`src/sesm_pkg.sv`:
```
// Function
// - drive counts as enabled in operation-enable, quick stop, or switched-on when option is 1
// - motor may move only in operation-enable; master requests that state
// - enabled condition is refused unless the enable input level is 1
// - with option 0, entering switched-on disables the drive
// - entering switch-on-disabled disables drive and motor motion
// - with option 1, switched-on stops motion only; drive stays enabled
// - disable request while moving forces demanded speed to zero at once
// - halt ramps down at profile decel from demanded values, errors kept
// - quick stop ramps per emergency config from measured speed, clears error
// - stop commands act only in operation-enable, in any mode
// - mode-select write requests change; readback shows mode in force
// - in operation-enable a mode-select change needs command bit 4 at 0
// - in operation-enable both on-the-fly and mode-select changes allowed
// - on-the-fly targets: 1, 6, -126, -113
// - modes 7, 8, 9 and 10 are real-time modes
package sesm_pkg;

   // ---------------------------------------------------------------
   // register map (byte addresses, one 32-bit word each)
   // ---------------------------------------------------------------
   localparam logic [7:0] ADDR_CMD = 8'h00;
   localparam logic [7:0] ADDR_STATUS = 8'h04;
   localparam logic [7:0] ADDR_MODE_SEL = 8'h08;
   localparam logic [7:0] ADDR_MODE_ACT = 8'h0c;
   localparam logic [7:0] ADDR_SW_OPT = 8'h10;
   localparam logic [7:0] ADDR_ESTOP_CFG = 8'h14;
   localparam logic [7:0] ADDR_DECEL = 8'h18;
   localparam logic [7:0] ADDR_TARGET = 8'h1c;
   localparam logic [7:0] ADDR_DEM_SPEED = 8'h20;
   localparam logic [7:0] ADDR_DEM_POS = 8'h24;
   localparam logic [7:0] ADDR_SPD_ERR = 8'h28;
   localparam logic [7:0] ADDR_POS_ERR = 8'h2c;
   localparam logic [7:0] ADDR_FLY_CMD = 8'h30;
   localparam logic [7:0] ADDR_FLY_STAT = 8'h34;

   // ---------------------------------------------------------------
   // command and status word fields
   // ---------------------------------------------------------------
   localparam int CW_NEW_SETPOINT = 4;
   localparam int CW_HALT = 8;
   localparam int SW_READY = 0;
   localparam int SW_ON = 1;
   localparam int SW_OP_EN = 2;
   localparam int SW_QS_N = 5;
   localparam int SW_DISABLED = 6;
   localparam int SW_HALT_DONE = 10;

   // ---------------------------------------------------------------
   // mode codes, options, reset values
   // ---------------------------------------------------------------
   localparam logic [7:0] MODE_PROF_POS = 8'h01;
   localparam logic [7:0] MODE_HOMING = 8'h06;
   localparam logic [7:0] MODE_GEAR = 8'h82;
   localparam logic [7:0] MODE_PROF_VEL_C = 8'h8f;
   localparam logic [7:0] MODE_RT_LO = 8'h07;
   localparam logic [7:0] MODE_RT_HI = 8'h0a;
   localparam logic [7:0] MODE_RESET = 8'h01;
   localparam logic [1:0] SW_OPT_ONE = 2'h1;
   localparam logic [1:0] ESTOP_PROFILE = 2'h0;
   localparam logic [31:0] DECEL_RESET = 32'h0000_0010;
   localparam logic [1:0] FLY_IDLE = 2'h0;
   localparam logic [1:0] FLY_DONE = 2'h1;
   localparam logic [1:0] FLY_REFUSED = 2'h2;

   typedef enum {
      ST_SW_ON_DISABLED, ST_READY, ST_SWITCHED_ON, ST_OP_ENABLE, ST_QUICK_STOP
   } sesm_state_t;

   typedef struct packed {
      logic [7:0] addr;
      logic [31:0] wdata;
      logic wr;
      logic rd;
   } sesm_bus_t;

endpackage

```
`src/sesm_top.sv`:
```
module sesm_top (
   input wire logic clock, // 20 MHz system clock
   input wire logic resetn, // synchronous, active low
   input wire sesm_pkg::sesm_bus_t bus, // register port request
   input wire logic enable_input_level, // enable pin, asynchronous
   input wire logic signed [31:0] measured_velocity, // feedback speed
   input wire logic signed [31:0] measured_position, // feedback position
   output logic [31:0] rdata, // read data, cycle after read strobe
   output logic drive_enable, // power stage enabled
   output logic motion_enable, // motor movement permitted
   output logic signed [31:0] demanded_speed, // speed set-point
   output logic signed [31:0] demanded_position // position set-point
);

   // ---------------------------------------------------------------
   // enable pin synchroniser
   // ---------------------------------------------------------------
   logic en_meta_reg, en_sync_reg;

   // two stages; only the second one is read by logic
   always_ff @(posedge clock) begin
      if (!resetn) begin
         en_meta_reg <= 1'b0;
         en_sync_reg <= 1'b0;
      end else begin
         en_meta_reg <= enable_input_level;
         en_sync_reg <= en_meta_reg;
      end
   end

   // ---------------------------------------------------------------
   // software registers
   // ---------------------------------------------------------------
   logic [15:0] cmd_reg, cmd_next;
   logic [7:0] mode_sel_reg, mode_sel_next;
   logic [7:0] mode_act_reg, mode_act_next;
   logic [1:0] sw_opt_reg, sw_opt_next;
   logic [1:0] estop_reg, estop_next;
   logic [31:0] decel_reg, decel_next;
   logic signed [31:0] target_reg, target_next;
   logic [1:0] fly_stat_reg, fly_stat_next;
   sesm_pkg::sesm_state_t st_reg, st_next;
   logic mode_ok, fly_ok, act_rt, fly_target;

   // a mode change is blocked in operation-enable while bit 4 is set
   always_comb begin
      mode_ok = (st_reg != sesm_pkg::ST_OP_ENABLE) ||
                !cmd_reg[sesm_pkg::CW_NEW_SETPOINT];
      act_rt = (mode_act_reg >= sesm_pkg::MODE_RT_LO) &&
               (mode_act_reg <= sesm_pkg::MODE_RT_HI);
      fly_target = (bus.wdata[7:0] == sesm_pkg::MODE_PROF_POS) ||
                   (bus.wdata[7:0] == sesm_pkg::MODE_HOMING) ||
                   (bus.wdata[7:0] == sesm_pkg::MODE_GEAR) ||
                   (bus.wdata[7:0] == sesm_pkg::MODE_PROF_VEL_C);
      // real-time modes are refused here: the process-data check is not ours
      fly_ok = (st_reg == sesm_pkg::ST_OP_ENABLE) && fly_target && !act_rt;
   end

   // register writes; address decode as an if chain
   always_comb begin
      cmd_next = cmd_reg;
      mode_sel_next = mode_sel_reg;
      mode_act_next = mode_act_reg;
      sw_opt_next = sw_opt_reg;
      estop_next = estop_reg;
      decel_next = decel_reg;
      target_next = target_reg;
      fly_stat_next = fly_stat_reg;
      if (bus.wr) begin
         if (bus.addr == sesm_pkg::ADDR_CMD) begin
            cmd_next = bus.wdata[15:0];
         end else if (bus.addr == sesm_pkg::ADDR_MODE_SEL) begin
            if (mode_ok) begin
               mode_sel_next = bus.wdata[7:0];
               mode_act_next = bus.wdata[7:0];
            end
            // refused write keeps both values as they were
         end else if (bus.addr == sesm_pkg::ADDR_SW_OPT) begin
            sw_opt_next = bus.wdata[1:0];
         end else if (bus.addr == sesm_pkg::ADDR_ESTOP_CFG) begin
            estop_next = bus.wdata[1:0];
         end else if (bus.addr == sesm_pkg::ADDR_DECEL) begin
            decel_next = bus.wdata;
         end else if (bus.addr == sesm_pkg::ADDR_TARGET) begin
            target_next = bus.wdata;
         end else if (bus.addr == sesm_pkg::ADDR_FLY_CMD) begin
            if (fly_ok) begin
               mode_sel_next = bus.wdata[7:0];
               mode_act_next = bus.wdata[7:0];
               fly_stat_next = sesm_pkg::FLY_DONE;
            end else begin
               fly_stat_next = sesm_pkg::FLY_REFUSED;
            end
         end
      end
   end

   always_ff @(posedge clock) begin
      if (!resetn) begin
         cmd_reg <= 16'h0000;
         mode_sel_reg <= sesm_pkg::MODE_RESET;
         mode_act_reg <= sesm_pkg::MODE_RESET;
         sw_opt_reg <= 2'h0;
         estop_reg <= sesm_pkg::ESTOP_PROFILE;
         decel_reg <= sesm_pkg::DECEL_RESET;
         target_reg <= 32'h0000_0000;
         fly_stat_reg <= sesm_pkg::FLY_IDLE;
      end else begin
         cmd_reg <= cmd_next;
         mode_sel_reg <= mode_sel_next;
         mode_act_reg <= mode_act_next;
         sw_opt_reg <= sw_opt_next;
         estop_reg <= estop_next;
         decel_reg <= decel_next;
         target_reg <= target_next;
         fly_stat_reg <= fly_stat_next;
      end
   end

   // ---------------------------------------------------------------
   // drive state machine
   // ---------------------------------------------------------------
   logic c_shutdown, c_switch_on, c_enable_op, c_dis_volt, c_qstop;
   logic halt_req;
   logic signed [31:0] spd_next, pos_next, spd_err, spd_err_next;
   logic signed [31:0] pos_err, pos_err_next;
   logic drv_next, mot_next;

   // command word decode, evaluated as a level every cycle
   always_comb begin
      c_dis_volt = !cmd_reg[1];
      c_qstop = cmd_reg[1] && !cmd_reg[2];
      c_shutdown = (cmd_reg[2:0] == 3'h6);
      c_switch_on = (cmd_reg[3:0] == 4'h7);
      c_enable_op = (cmd_reg[3:0] == 4'hf);
      halt_req = cmd_reg[sesm_pkg::CW_HALT];
   end

   always_comb begin
      st_next = st_reg;
      case (st_reg)
         sesm_pkg::ST_SW_ON_DISABLED: begin
            if (c_shutdown) begin
               st_next = sesm_pkg::ST_READY;
            end
         end
         sesm_pkg::ST_READY: begin
            if (c_dis_volt || c_qstop) begin
               st_next = sesm_pkg::ST_SW_ON_DISABLED;
            end else if (c_switch_on && en_sync_reg) begin
               st_next = sesm_pkg::ST_SWITCHED_ON;
            end
         end
         sesm_pkg::ST_SWITCHED_ON: begin
            if (c_dis_volt || c_qstop) begin
               st_next = sesm_pkg::ST_SW_ON_DISABLED;
            end else if (c_shutdown) begin
               st_next = sesm_pkg::ST_READY;
            end else if (c_enable_op && en_sync_reg) begin
               st_next = sesm_pkg::ST_OP_ENABLE;
            end
         end
         sesm_pkg::ST_OP_ENABLE: begin
            if (c_dis_volt) begin
               st_next = sesm_pkg::ST_SW_ON_DISABLED;
            end else if (c_qstop) begin
               st_next = sesm_pkg::ST_QUICK_STOP;
            end else if (c_shutdown) begin
               st_next = sesm_pkg::ST_READY;
            end else if (c_switch_on) begin
               st_next = sesm_pkg::ST_SWITCHED_ON;
            end
         end
         sesm_pkg::ST_QUICK_STOP: begin
            if (c_dis_volt || demanded_speed == 32'sd0) begin
               st_next = sesm_pkg::ST_SW_ON_DISABLED;
            end
         end
         default: st_next = sesm_pkg::ST_SW_ON_DISABLED;
      endcase
      // losing the enable input drops any enabled state at once
      if (!en_sync_reg && st_next != sesm_pkg::ST_READY) begin
         st_next = sesm_pkg::ST_SW_ON_DISABLED;
      end
   end

   // ---------------------------------------------------------------
   // set-point generation and stop ramps
   // ---------------------------------------------------------------
   function automatic logic signed [31:0] ramp(
      input logic signed [31:0] v,
      input logic [31:0] rate
   );
      logic signed [31:0] r;
      r = $signed(rate);
      if (v > r) begin
         ramp = v - r;
      end else if (v < -r) begin
         ramp = v + r;
      end else begin
         ramp = 32'sd0;
      end
   endfunction

   always_comb begin
      spd_next = demanded_speed;
      spd_err_next = demanded_speed - measured_velocity;
      if (st_reg == sesm_pkg::ST_OP_ENABLE &&
          st_next == sesm_pkg::ST_QUICK_STOP) begin
         // start from measured speed and clear the error
         spd_next = measured_velocity;
         spd_err_next = 32'sd0;
      end else if (st_reg == sesm_pkg::ST_QUICK_STOP) begin
         // config 0 uses the profile rate; other values brake at once,
         // and leaving quick stop for disabled drops the speed at once
         if (st_next != sesm_pkg::ST_QUICK_STOP) begin
            spd_next = 32'sd0;
         end else if (estop_reg == sesm_pkg::ESTOP_PROFILE) begin
            spd_next = ramp(demanded_speed, decel_reg);
         end else begin
            spd_next = 32'sd0;
         end
      end else if (st_reg == sesm_pkg::ST_OP_ENABLE &&
                   st_next != sesm_pkg::ST_OP_ENABLE) begin
         spd_next = 32'sd0;
      end else if (st_reg == sesm_pkg::ST_OP_ENABLE && halt_req) begin
         // ramp from demanded speed; errors keep tracking
         spd_next = ramp(demanded_speed, decel_reg);
      end else if (st_reg == sesm_pkg::ST_OP_ENABLE) begin
         spd_next = target_reg;
      end else begin
         spd_next = 32'sd0;
      end
      pos_next = demanded_position + spd_next;
      pos_err_next = pos_next - measured_position;
   end

   // enables are registered outputs taken from the next state
   always_comb begin
      drv_next = en_sync_reg &&
                 (st_next == sesm_pkg::ST_OP_ENABLE ||
                  st_next == sesm_pkg::ST_QUICK_STOP ||
                  (st_next == sesm_pkg::ST_SWITCHED_ON &&
                   sw_opt_reg == sesm_pkg::SW_OPT_ONE));
      mot_next = en_sync_reg &&
                 (st_next == sesm_pkg::ST_OP_ENABLE);
   end

   always_ff @(posedge clock) begin
      if (!resetn) begin
         st_reg <= sesm_pkg::ST_SW_ON_DISABLED;
         demanded_speed <= 32'sd0;
         demanded_position <= 32'sd0;
         spd_err <= 32'sd0;
         pos_err <= 32'sd0;
         drive_enable <= 1'b0;
         motion_enable <= 1'b0;
      end else begin
         st_reg <= st_next;
         demanded_speed <= spd_next;
         demanded_position <= pos_next;
         spd_err <= spd_err_next;
         pos_err <= pos_err_next;
         drive_enable <= drv_next;
         motion_enable <= mot_next;
      end
   end

   // ---------------------------------------------------------------
   // status word and read port
   // ---------------------------------------------------------------
   logic [15:0] status;
   logic [31:0] rdata_next;

   always_comb begin
      status = 16'h0000;
      status[sesm_pkg::SW_DISABLED] = (st_reg == sesm_pkg::ST_SW_ON_DISABLED);
      status[sesm_pkg::SW_READY] = (st_reg != sesm_pkg::ST_SW_ON_DISABLED);
      status[sesm_pkg::SW_ON] = (st_reg == sesm_pkg::ST_SWITCHED_ON) ||
                                (st_reg == sesm_pkg::ST_OP_ENABLE) ||
                                (st_reg == sesm_pkg::ST_QUICK_STOP);
      status[sesm_pkg::SW_OP_EN] = (st_reg == sesm_pkg::ST_OP_ENABLE) ||
                                   (st_reg == sesm_pkg::ST_QUICK_STOP);
      status[sesm_pkg::SW_QS_N] = (st_reg != sesm_pkg::ST_QUICK_STOP);
      status[sesm_pkg::SW_HALT_DONE] = halt_req && (demanded_speed == 32'sd0);
   end

   // unmapped addresses and write-only words read as zero
   always_comb begin
      rdata_next = 32'h0000_0000;
      if (bus.rd) begin
         if (bus.addr == sesm_pkg::ADDR_CMD) begin
            rdata_next = {16'h0000, cmd_reg};
         end else if (bus.addr == sesm_pkg::ADDR_STATUS) begin
            rdata_next = {16'h0000, status};
         end else if (bus.addr == sesm_pkg::ADDR_MODE_SEL) begin
            rdata_next = {{24{mode_sel_reg[7]}}, mode_sel_reg};
         end else if (bus.addr == sesm_pkg::ADDR_MODE_ACT) begin
            rdata_next = {{24{mode_act_reg[7]}}, mode_act_reg};
         end else if (bus.addr == sesm_pkg::ADDR_SW_OPT) begin
            rdata_next = {30'h0000_0000, sw_opt_reg};
         end else if (bus.addr == sesm_pkg::ADDR_ESTOP_CFG) begin
            rdata_next = {30'h0000_0000, estop_reg};
         end else if (bus.addr == sesm_pkg::ADDR_DECEL) begin
            rdata_next = decel_reg;
         end else if (bus.addr == sesm_pkg::ADDR_TARGET) begin
            rdata_next = target_reg;
         end else if (bus.addr == sesm_pkg::ADDR_DEM_SPEED) begin
            rdata_next = demanded_speed;
         end else if (bus.addr == sesm_pkg::ADDR_DEM_POS) begin
            rdata_next = demanded_position;
         end else if (bus.addr == sesm_pkg::ADDR_SPD_ERR) begin
            rdata_next = spd_err;
         end else if (bus.addr == sesm_pkg::ADDR_POS_ERR) begin
            rdata_next = pos_err;
         end else if (bus.addr == sesm_pkg::ADDR_FLY_STAT) begin
            rdata_next = {30'h0000_0000, fly_stat_reg};
         end
      end
   end

   always_ff @(posedge clock) begin
      if (!resetn) begin
         rdata <= 32'h0000_0000;
      end else begin
         rdata <= rdata_next;
      end
   end

endmodule

```
`config.mk`:
```
export PLATFORM = sky130hd
export DESIGN_NAME = sesm_top
export DESIGN_NICKNAME = d
export VERILOG_FILES = /design/src/sesm_pkg.sv /design/src/sesm_top.sv
export SDC_FILE = /design/constraint.sdc
export NUM_CORES = 1
export LEC_CHECK = 0
export ABC_AREA = 1
export BUFFER_PORTS_ARGS = -buffer_cell sky130_fd_sc_hd__clkbuf_2
export CORE_MARGIN = 2
export CORE_UTILIZATION = 45
export DETAILED_ROUTE_END_ITERATION = 10
export SLEW_MARGIN = 20
export SYNTH_ARGS = -nofsm -noshare
export SYNTH_HDL_FRONTEND = slang
export SYNTH_SLANG_ARGS = --single-unit
```
`constraint.sdc`:
```
create_clock -name clock -period 10.6 [get_ports clock]
set_clock_uncertainty 0.1 [all_clocks]
set_input_delay 0.53 -clock clock [delete_from_list [all_inputs] [get_ports clock]]
set_output_delay 0.53 -clock clock [all_outputs]
set_load 0.01 [all_outputs]
```
==> results of run 1 <==
-- area by class of cell --
type / instances / area, µm²
well taps: 615 / 769.5
clock inverters: 15 / 209.0
fillers: 4903 / 23140
inverters: 465 / 1748
clock buffers: 50 / 1026
flip-flops and latches: 290 / 5806
multi-input cells: 2463 / 13970
repair buffers: 238 / 1281
-- synthesized netlist by cell type (5+ instances only) --
master     instances
nand3_1          159
a22o_1            20
or2_2             13
and2_1            15
clkinv_1           5
o21a_1            21
o22ai_1           23
o2111ai_1          5
a22oi_2           10
inv_1            442
a211oi_1          20
nor4_1            14
nand2_2           10
o21ai_0          207
o21ai_1           46
ha_1             188
buf_6              7
inv_2             17
buf_4              8
nor2_1           343
a21o_1            13
a31oi_1           15
xnor2_1           14
fa_1               5
clkbuf_1          61
nand3_2            8
nand2_1          603
xor2_1            93
nand4_1           18
a21oi_1          412
dfxtp_1          290
a221oi_1          27
o21bai_1          13
nor2_2            13
nor3_1            32
o211ai_1          17
buf_2             28
nor3_2             6
-- critical path, delay by kind of cell (launching register included) --
| kind | cells | cell delay (ns) |
|---|---|---|
| AO/OA/AOI/OAI | 16 | 3.02 |
| XOR/XNOR | 1 | 0.17 |
| adder cells (fa/ha/maj) | 5 | 1.45 |
| buffers and inverters | 5 | 0.60 |
| flip-flops | 1 | 0.39 |
| AND/OR/NAND/NOR | 27 | 3.64 |
-- cells in the final DEF, fill, tap and decap left out, types with 18 or more instances in the layout --
cell type / instances
o21ai_1: 46
a211oi_1: 20
nor3_1: 32
clkbuf_16: 38
dfxtp_1: 290
o22ai_1: 23
inv_1: 442
o21ai_0: 207
conb_1: 29
nand3_1: 159
xor2_1: 93
nand2_1: 602
a221oi_1: 27
nor2_1: 339
a21oi_1: 412
clkbuf_2: 205
a22o_1: 20
o21a_1: 21
buf_4: 32
nand4_1: 18
ha_1: 188
-- power by group --
group / total, µW / switching (µW) / leakage, µW / internal, µW
logic: 151 / 104 / 0.00967 / 46.5
registers: 1120 / 8.61 / 0.00236 / 1110
clock network: 1310 / 527 / 0.000599 / 783
total: 2580 / 640 / 0.0126 / 1940
-- per-stage QoR --
stage               total power [µW]  instances  cell area (µm²)    util
floorplan                       1224       3325            22020       -
global placement                1288       4070            23550  0.4913
detailed placement              1290       4070            23560  0.4914
CTS                             2596       4135            24800  0.5171
global route                    2656       4136            24810  0.5175
finish                          2580       4136            24810  0.5175
-- kinds of logic (layout without fill, tap and decap cells) --
| logic type | Yosys count | count (layout) | share of synthesized area |
|---|---|---|---|
| simple gates | 1261 | 1261 | 0.2497 |
| compound gates | 873 | 873 | 0.2273 |
| buf+inv | 572 | 768 | 0.1034 |
| flops | 290 | 290 | 0.2649 |
| fa+ha+maj | 193 | 193 | 0.1119 |
| xor+xnor | 107 | 107 | 0.04276 |
| other cells | 1 | 29 | 0.0001711 |
-- worst max-delay path by stage --
stage	cells after the start	end	slack [ns]	startpoint
5_1_grt	54	pos_err[28]$_SDFF_PN0_	0.22	decel_reg[1]$_SDFFE_PN0P_
2_1_floorplan	58	pos_err[31]$_SDFF_PN0_	3.26	decel_reg[1]$_SDFFE_PN0P_
3_3_place_gp	58	pos_err[31]$_SDFF_PN0_	1.76	decel_reg[1]$_SDFFE_PN0P_
4_1_cts	54	pos_err[28]$_SDFF_PN0_	1.33	decel_reg[1]$_SDFFE_PN0P_
3_5_place_dp	54	pos_err[28]$_SDFF_PN0_	1.42	decel_reg[1]$_SDFFE_PN0P_
6_report	54	pos_err[28]$_SDFF_PN0_	1.12	decel_reg[1]$_SDFFE_PN0P_
-- layer usage --
layer,vias up,GRT usage,part of all wire
li1,11349,-,-
met1,11126,0.5031,0.46
met2,1036,0.5371,0.43
met3,105,0.05669,0.088
met4,0,0.08225,0.022
met5,-,0,0
==> metrics, run 1 <==
Yosys top cell by area dfxtp_1; CTS max path bufs 3; fin crit period 9.482 ns; critical hold path startpoint enable_input_level; Slowest cell on crit path dfxtp_1; Vias roughly 24000; Tcrit/Tclk final 0.8946; Hold Fails Final Rpt 0; f_max 0.1055 GHz; Hold Crit Endpoint en_meta_reg$_SDFF_PN0_; setup_tns 0 ns; Sink Count 290; critical path data required time 10.98 ns; global route overflow 0; Detail Placement HPWL 71.62 mm; setup bufs post-CTS 0; Place WS 1.424 ns; Synth warnings 0; Final nets 3797; Worst Path Arrival 9.86 ns; layout cells sized above 1 0.1128; gpl congestion 0.9874; mean post-synth cell area 6.648 µm²; critical path type flip-flop to flip-flop; sequential-to-total area share from yosys stat 0.2649; worst-margin pin slew 1.056 ns; # DRC 0; Critical R2R Capture pos_err[28]$_SDFF_PN0_; antenna-violating nets left 0; static leakage roughly 0.013 µW; area share of the largest cell type after synthesis 0.2649; CTS clk-pin slew, worst paths 0.07 ns; ranking of synthesized cells by area dfxtp_1 (26%), ha_1 (11%), nand2_1 (10%); Unique masters post-synth 68; Initial Util 0.4572; number of synthesized register bits 290; status complete, no violations; reg2reg setup slack 1.12 ns; CTS H-tree lvls 2; largest net degree at the start of global routing 70; cts bufs inserted 37; row cnt 80; Min Hold Slack 0.05577 ns; number of synthesized flops with an enable pin 0; routed len/inst 21.65 µm; die area around 0.050 mm²; hold_buf cts 0; Starting DRT DRC Count 2493; Core ar. 0.04795 mm²; # Max-Cap Violations 0; CTS tree built; Detailed Route WL between 80 and 90 mm; ys flop type dfxtp_1; Setup crit end kind flip-flop; Worst-Skew Late Latency about 0.57 ns; Startpoint Class flip-flop; WHS Path Cells 3; # port buffers 206; Max VDD drop 0.1040 mV; Die W roughly 220 µm; Post-Syn Area 0.02192 mm²; Worst path max stage delay 0.39 ns; Hold Crit Class input pin to flip-flop; Async S/R FF share, synth 0; final setup margin approximately 1.1 ns; clock root cell clkbuf_16; Reg-to-Reg Start decel_reg[1]$_SDFFE_PN0P_; CTS resizes 0; Vias/cell between 5 and 6; Max transition margin 0.2944; RSZ-0062 raised after global routing false; Most Frequent Cell on Critical Path nand2_1; vias in the first global route 22389; global-route wire length before repair 134.0 mm; first-pass detailed-route iteration total 6; worst-path fanout max 6; Antenna Cells 0; initial antenna violation count 0; setup violators final 0; PD cells ~100 mW/mm²; Slew Viols, Final 0; IO Count 207; Worst R2R Path Depth 54; P&R area growth vs syn 13.19%; DIE HEIGHT roughly 220 µm; synthesized instance count about 3300; GRT Total Usage 0.3475
Note: power is estimated with default switching activity, not from simulation.
==> inputs of run 2 (changes only) <==
--- a/config.mk
+++ b/config.mk
@@ -10,7 +10,8 @@
 export CORE_MARGIN = 2
 export CORE_UTILIZATION = 45
 export DETAILED_ROUTE_END_ITERATION = 10
-export SLEW_MARGIN = 20
+export REMOVE_ABC_BUFFERS = 1
+export SLEW_MARGIN = 10
 export SYNTH_ARGS = -nofsm -noshare
 export SYNTH_HDL_FRONTEND = slang
 export SYNTH_SLANG_ARGS = --single-unit
==> run 2 against run 1 <==
  * Critical path type unchanged
  * Largest power group unchanged
  * Die area is the same
  * First-iteration DRC count shrank 11%
  * Utilization shrank 0.27 points
==> metrics, run 2 (synthesis gave the netlist of run 1 again) <==
status complete, no violations; Detail Placement HPWL 70.05 mm (-2.2%); first-pass detailed-route iteration total 8 (+2); Critical R2R Capture pos_err[30]$_SDFF_PN0_; Final nets 3792 (-0.13%); global route overflow 0 (unchanged); CTS clk-pin slew, worst paths 0.06 ns (about the same); f_max 0.1052 GHz (-0.22%); worst-path fanout max 20 (+14); Hold Crit Class input pin to flip-flop; Vias 23578 (-0.16%); clock root cell clkbuf_16; P&R area growth vs syn 12.61%; cts bufs inserted 36 (-2.7%); Max VDD drop 0.09115 mV (-12%); largest net degree at the start of global routing 79 (+13%); # Max-Cap Violations 0 (unchanged); worst-margin pin slew 1.143 ns (+0.08754 ns); Final Core Density 0.5148 (-0.002662); most frequent cells in the layout nand2_1 (602), inv_1 (442), a21oi_1 (412), nor2_1 (339), dfxtp_1 (290); fin crit period 9.503 ns (+0.02041 ns); Place WS 1.275 ns (-0.1488 ns); routed len/inst 21.36 µm (-1.3%); Slowest cell on crit path o21ai_1; Starting DRT DRC Count 2213 (-11%); WHS Path Cells 3 (unchanged); Max transition margin 0.2359 (-0.05850); critical path data required time 10.98 ns (about the same); most common cell after layout, fill and taps aside nand2_1; final setup margin 1.097 ns (-0.02041 ns); Setup crit end kind flip-flop; Startpoint Class flip-flop; Tcrit/Tclk final 0.8965 (+0.001925); Sink Count 290 (unchanged); Hold Fails Final Rpt 0 (unchanged); Vias/cell 5.712 (about the same); reg2reg setup slack 1.10 ns (-0.02 ns); Slew Viols, Final 0 (unchanged); row cnt 80 (unchanged); Antenna Cells 0 (unchanged); Detailed Route WL 88.17 mm (-1.5%); PD cells 101.5 mW/mm² (-2.4%); RSZ-0062 raised after global routing false; CTS tree built; # DRC 0 (unchanged); die area 0.05049 mm² (unchanged); Worst Path Arrival 9.88 ns (+0.02 ns); Reg-to-Reg Start decel_reg[1]$_SDFFE_PN0P_; global-route wire length before repair 131.6 mm (-1.8%); critical path type flip-flop to flip-flop; Most Frequent Cell on Critical Path nand2_1; Die W 224.7 µm (unchanged); setup bufs post-CTS 0 (unchanged); Worst R2R Path Depth 55 (+1.9%); CTS H-tree lvls 2 (unchanged); initial antenna violation count 0 (unchanged); vias in the first global route 22223 (-0.74%); # port buffers 206 (unchanged); layout cells sized above 1 0.1110 (-0.001736); static leakage 0.01258 µW (-0.45%); gpl congestion 0.9724 (-1.5%); Worst-Skew Late Latency 0.56 ns (about the same); Hold Crit Endpoint en_meta_reg$_SDFF_PN0_; setup_tns 0 ns (unchanged); Initial Util 0.4572 (unchanged); setup violators final 0 (unchanged); CTS max path bufs 3 (unchanged); CTS resizes 0 (unchanged); Placed Area 0.02354 mm² (-0.10%); Core ar. 0.04795 mm² (unchanged); GRT Total Usage 0.3411 (-0.006337); hold_buf cts 0 (unchanged); Worst path max stage delay 0.40 ns (about the same); Final Cell Area 0.02468 mm² (-0.51%); antenna-violating nets left 0 (unchanged); critical hold path startpoint enable_input_level; DIE HEIGHT 224.7 µm (unchanged); IO Count 207 (unchanged)
==> run 2: stage by stage <==
| step | total power [µW] | instances | hold WS [ns] |
|---|---|---|---|
| after global routing | 2577 | 4128 | 0.1165 |
| after detailed placement | 1290 | 4067 | 0.3101 |
| final | 2506 | 4128 | 0.08103 |
| after floorplan | 1218 | 3218 | 0.2900 |
| after CTS | 2516 | 4128 | 0.06412 |
| after global placement | 1289 | 4067 | 0.2944 |
==> run 2: critical path, delay by kind of cell (launching register included) <==
kind,cells,cell delay (ns)
AO/OA/AOI/OAI,15,2.67
XOR/XNOR,1,0.17
AND/OR/NAND/NOR,31,4.18
adder cells (fa/ha/maj),4,1.26
buffers and inverters,4,0.61
flip-flops,1,0.38
==> run 2: cell type report <==
| type | instances | area [µm²] |
|---|---|---|
| clock inverters | 11 | 111.4 |
| fillers | 4927 | 23260 |
| flip-flops and latches | 290 | 5806 |
| clock buffers | 50 | 1035 |
| well taps | 615 | 769.5 |
| inverters | 465 | 1748 |
| multi-input cells | 2463 | 13970 |
| repair buffers | 234 | 1244 |
==> run 2: power by group <==
group / internal [µW] / leakage, µW / switching [µW]
registers: 1110 / 0.00236 / 8.82
clock network: 728 / 0.000567 / 507
logic: 46.9 / 0.00965 / 104
==> run 2: worst max path at each step <==
stage | endpoint | cells after the start | from
floorplan | pos_err[31]$_SDFF_PN0_ | 58 | decel_reg[1]$_SDFFE_PN0P_
global placement | pos_err[31]$_SDFF_PN0_ | 58 | decel_reg[1]$_SDFFE_PN0P_
detailed placement | pos_err[30]$_SDFF_PN0_ | 55 | decel_reg[1]$_SDFFE_PN0P_
CTS | pos_err[30]$_SDFF_PN0_ | 55 | decel_reg[1]$_SDFFE_PN0P_
global route | pos_err[31]$_SDFF_PN0_ | 58 | decel_reg[1]$_SDFFE_PN0P_
finish | pos_err[30]$_SDFF_PN0_ | 55 | decel_reg[1]$_SDFFE_PN0P_
==> run 2: per-layer routing <==
layer / track usage / share of wire
met5: 0 / 0
met4: 0.1109 / 0.034
met3: 0.06035 / 0.093
met2: 0.5167 / 0.42
met1: 0.4885 / 0.45
==> inputs of run 3 (changes only) <==
--- a/config.mk
+++ b/config.mk
@@ -6,7 +6,7 @@
 export NUM_CORES = 1
 export LEC_CHECK = 0
 export ABC_AREA = 1
-export BUFFER_PORTS_ARGS = -buffer_cell sky130_fd_sc_hd__clkbuf_2
+export BUFFER_PORTS_ARGS = -buffer_cell sky130_fd_sc_hd__buf_2
 export CORE_MARGIN = 2
 export CORE_UTILIZATION = 45
 export DETAILED_ROUTE_END_ITERATION = 10
==> run 3 against run 2 <==
  * Cell count is essentially flat
  * Hold slack lost 0.0076 ns
  * Die area is the same
  * Highest routed layer unchanged
  * Critical endpoint unchanged
  * First-iteration DRC count shrank 0.63%
  * Clock power grew 5%
  * Combinational power is essentially flat
  * Register-to-register slack gained 0.25 ns
  * Critical path type unchanged
  * Power grew 2.2%
  * Setup slack gained 0.25 ns
  * Wire length grew 0.11%
  * Sequential power is essentially flat
  * Clock-buffer cell count grew 3
==> metrics, run 3 (synthesis gave the netlist of run 1 again) <==
f_max 0.1081 GHz (+2.7%); CTS resizes 0 (unchanged); final setup margin 1.347 ns (+0.2499 ns); worst-path fanout max 6 (-70%); Core ar. 0.04795 mm² (unchanged); row cnt 80 (unchanged); Critical R2R Capture pos_err[30]$_SDFF_PN0_; worst-margin pin slew 1.139 ns (-0.004591 ns); most common cell after layout, fill and taps aside nand2_1; Max transition margin 0.2390 (+0.003068); Startpoint Class flip-flop; Slew Viols, Final 0 (unchanged); Starting DRT DRC Count 2199 (-0.63%); RSZ-0062 raised after global routing false; setup bufs post-CTS 0 (unchanged); status complete, no violations; CTS tree built; hold_buf cts 0 (unchanged); antenna-violating nets left 0 (unchanged); Hold Crit Class input pin to flip-flop; global route overflow 0 (unchanged); gpl congestion 0.9811 (+0.89%); Worst Path Arrival 9.63 ns (-0.25 ns); # DRC 0 (unchanged); Placed Area 0.02352 mm² (about the same); CTS max path bufs 3 (unchanged); setup_tns 0 ns (unchanged); Final Cell Area 0.02476 mm² (+0.32%); Die W 224.7 µm (unchanged); Antenna Cells 0 (unchanged); Detailed Route WL 88.27 mm (+0.11%); Max VDD drop 0.08338 mV (-8.5%); critical hold path startpoint enable_input_level; Place WS 1.491 ns (+0.2155 ns); CTS H-tree lvls 2 (unchanged); vias in the first global route 22197 (-0.12%); Slowest cell on crit path ha_1; static leakage 0.01268 µW (+0.79%); Hold Crit Endpoint en_meta_reg$_SDFF_PN0_; Tot Pwr 2561 µW (+2.2%); Final nets 3791 (-0.026%); CTS clk-pin slew, worst paths 0.06 ns (about the same); Sink Count 290 (unchanged); GRT Total Usage 0.3432 (+0.002087); Worst R2R Path Depth 54 (-1.8%); die area 0.05049 mm² (unchanged); global-route wire length before repair 132.4 mm (+0.55%); clock root cell clkbuf_16; IO Count 207 (unchanged); Tcrit/Tclk final 0.8729 (-0.02358); Setup crit end kind flip-flop; Most Frequent Cell on Critical Path nand2_1; layout cells sized above 1 0.1120 (+0.001011); WHS Path Cells 3 (unchanged); fin crit period 9.253 ns (-0.2499 ns); reg2reg setup slack 1.35 ns (+0.25 ns); cts bufs inserted 37 (+2.8%); setup violators final 0 (unchanged); largest net degree at the start of global routing 64 (-19%); Worst path max stage delay 0.39 ns (about the same); critical path type flip-flop to flip-flop; Initial Util 0.4572 (unchanged); # port buffers 206 (unchanged); Min Hold Slack 0.07345 ns (-0.007581 ns); Vias 23519 (-0.25%); PD cells 103.4 mW/mm² (+1.9%); routed len/inst 21.36 µm (about the same); P&R area growth vs syn 12.97%; Worst-Skew Late Latency 0.57 ns (about the same); Reg-to-Reg Start decel_reg[1]$_SDFFE_PN0P_; critical path data required time 10.98 ns (about the same); Detail Placement HPWL 70.29 mm (+0.35%); DIE HEIGHT 224.7 µm (unchanged); initial antenna violation count 0 (unchanged); Hold Fails Final Rpt 0 (unchanged); # Max-Cap Violations 0 (unchanged); Vias/cell 5.692 (-0.35%); first-pass detailed-route iteration total 8 (unchanged); most frequent cells in the layout nand2_1 (602), inv_1 (442), a21oi_1 (412), nor2_1 (339), dfxtp_1 (290)
-- run 3: cell count changes in the layout (fill, tap and decap cells not counted), sizes merged --
cell / previous run / this run
buf: 29 / 232
clkbuf: 255 / 53
inv: 459 / 463
clkinv: 14 / 13
-- run 3: per-layer routing --
metal,up-vias,share of wire,global-route usage,routed length [µm]
met1,10992,0.45,0.4996,40010
li1,11313,-,-,-
met4,0,0.031,0.1015,2720
met2,1073,0.42,0.5233,37430
met3,141,0.092,0.04912,8104
met5,-,0,0,0
-- run 3: how the worst max path moves through the flow --
stage | start | endpoint | slack [ns] | depth (start not counted)
2_1_floorplan | decel_reg[1]$_SDFFE_PN0P_ | pos_err[31]$_SDFF_PN0_ | 3.24 | 58
3_3_place_gp | decel_reg[1]$_SDFFE_PN0P_ | pos_err[31]$_SDFF_PN0_ | 1.72 | 57
3_5_place_dp | decel_reg[1]$_SDFFE_PN0P_ | pos_err[30]$_SDFF_PN0_ | 1.49 | 54
4_1_cts | decel_reg[1]$_SDFFE_PN0P_ | pos_err[30]$_SDFF_PN0_ | 1.47 | 54
5_1_grt | decel_reg[1]$_SDFFE_PN0P_ | pos_err[30]$_SDFF_PN0_ | 0.48 | 54
6_report | decel_reg[1]$_SDFFE_PN0P_ | pos_err[30]$_SDFF_PN0_ | 1.35 | 54
-- run 3: critical path, delay by kind of cell, from the launching register on --
kind | cells | cell delay [ns]
simple gates | 27 | 3.48
compound gates | 16 | 3.03
fa+ha+maj | 5 | 1.43
buf+inv | 5 | 0.58
flops | 1 | 0.38
xor+xnor | 1 | 0.18
-- run 3: per-stage QoR --
stage            util  cells
2_1_floorplan       -   3218
3_3_place_gp   0.4906   4065
3_5_place_dp   0.4906   4065
4_1_cts        0.5164   4132
5_1_grt        0.5164   4132
6_report       0.5164   4132
-- run 3: cell type report --
type / instances / area (µm²)
clock inverter: 14 / 163.9
fill: 4908 / 23180
timing repair buffer: 232 / 1229
clock buffer: 53 / 1076
sequential: 290 / 5806
inverter: 465 / 1748
multi-input combinational: 2463 / 13970
tap: 615 / 769.5
-- run 3: report_power, final --
part	switching, µW	internal (µW)	leakage, µW
Sequential	8.65	1110	0.00236
Clock	527	763	0.000609
Combinational	105	46.7	0.00971
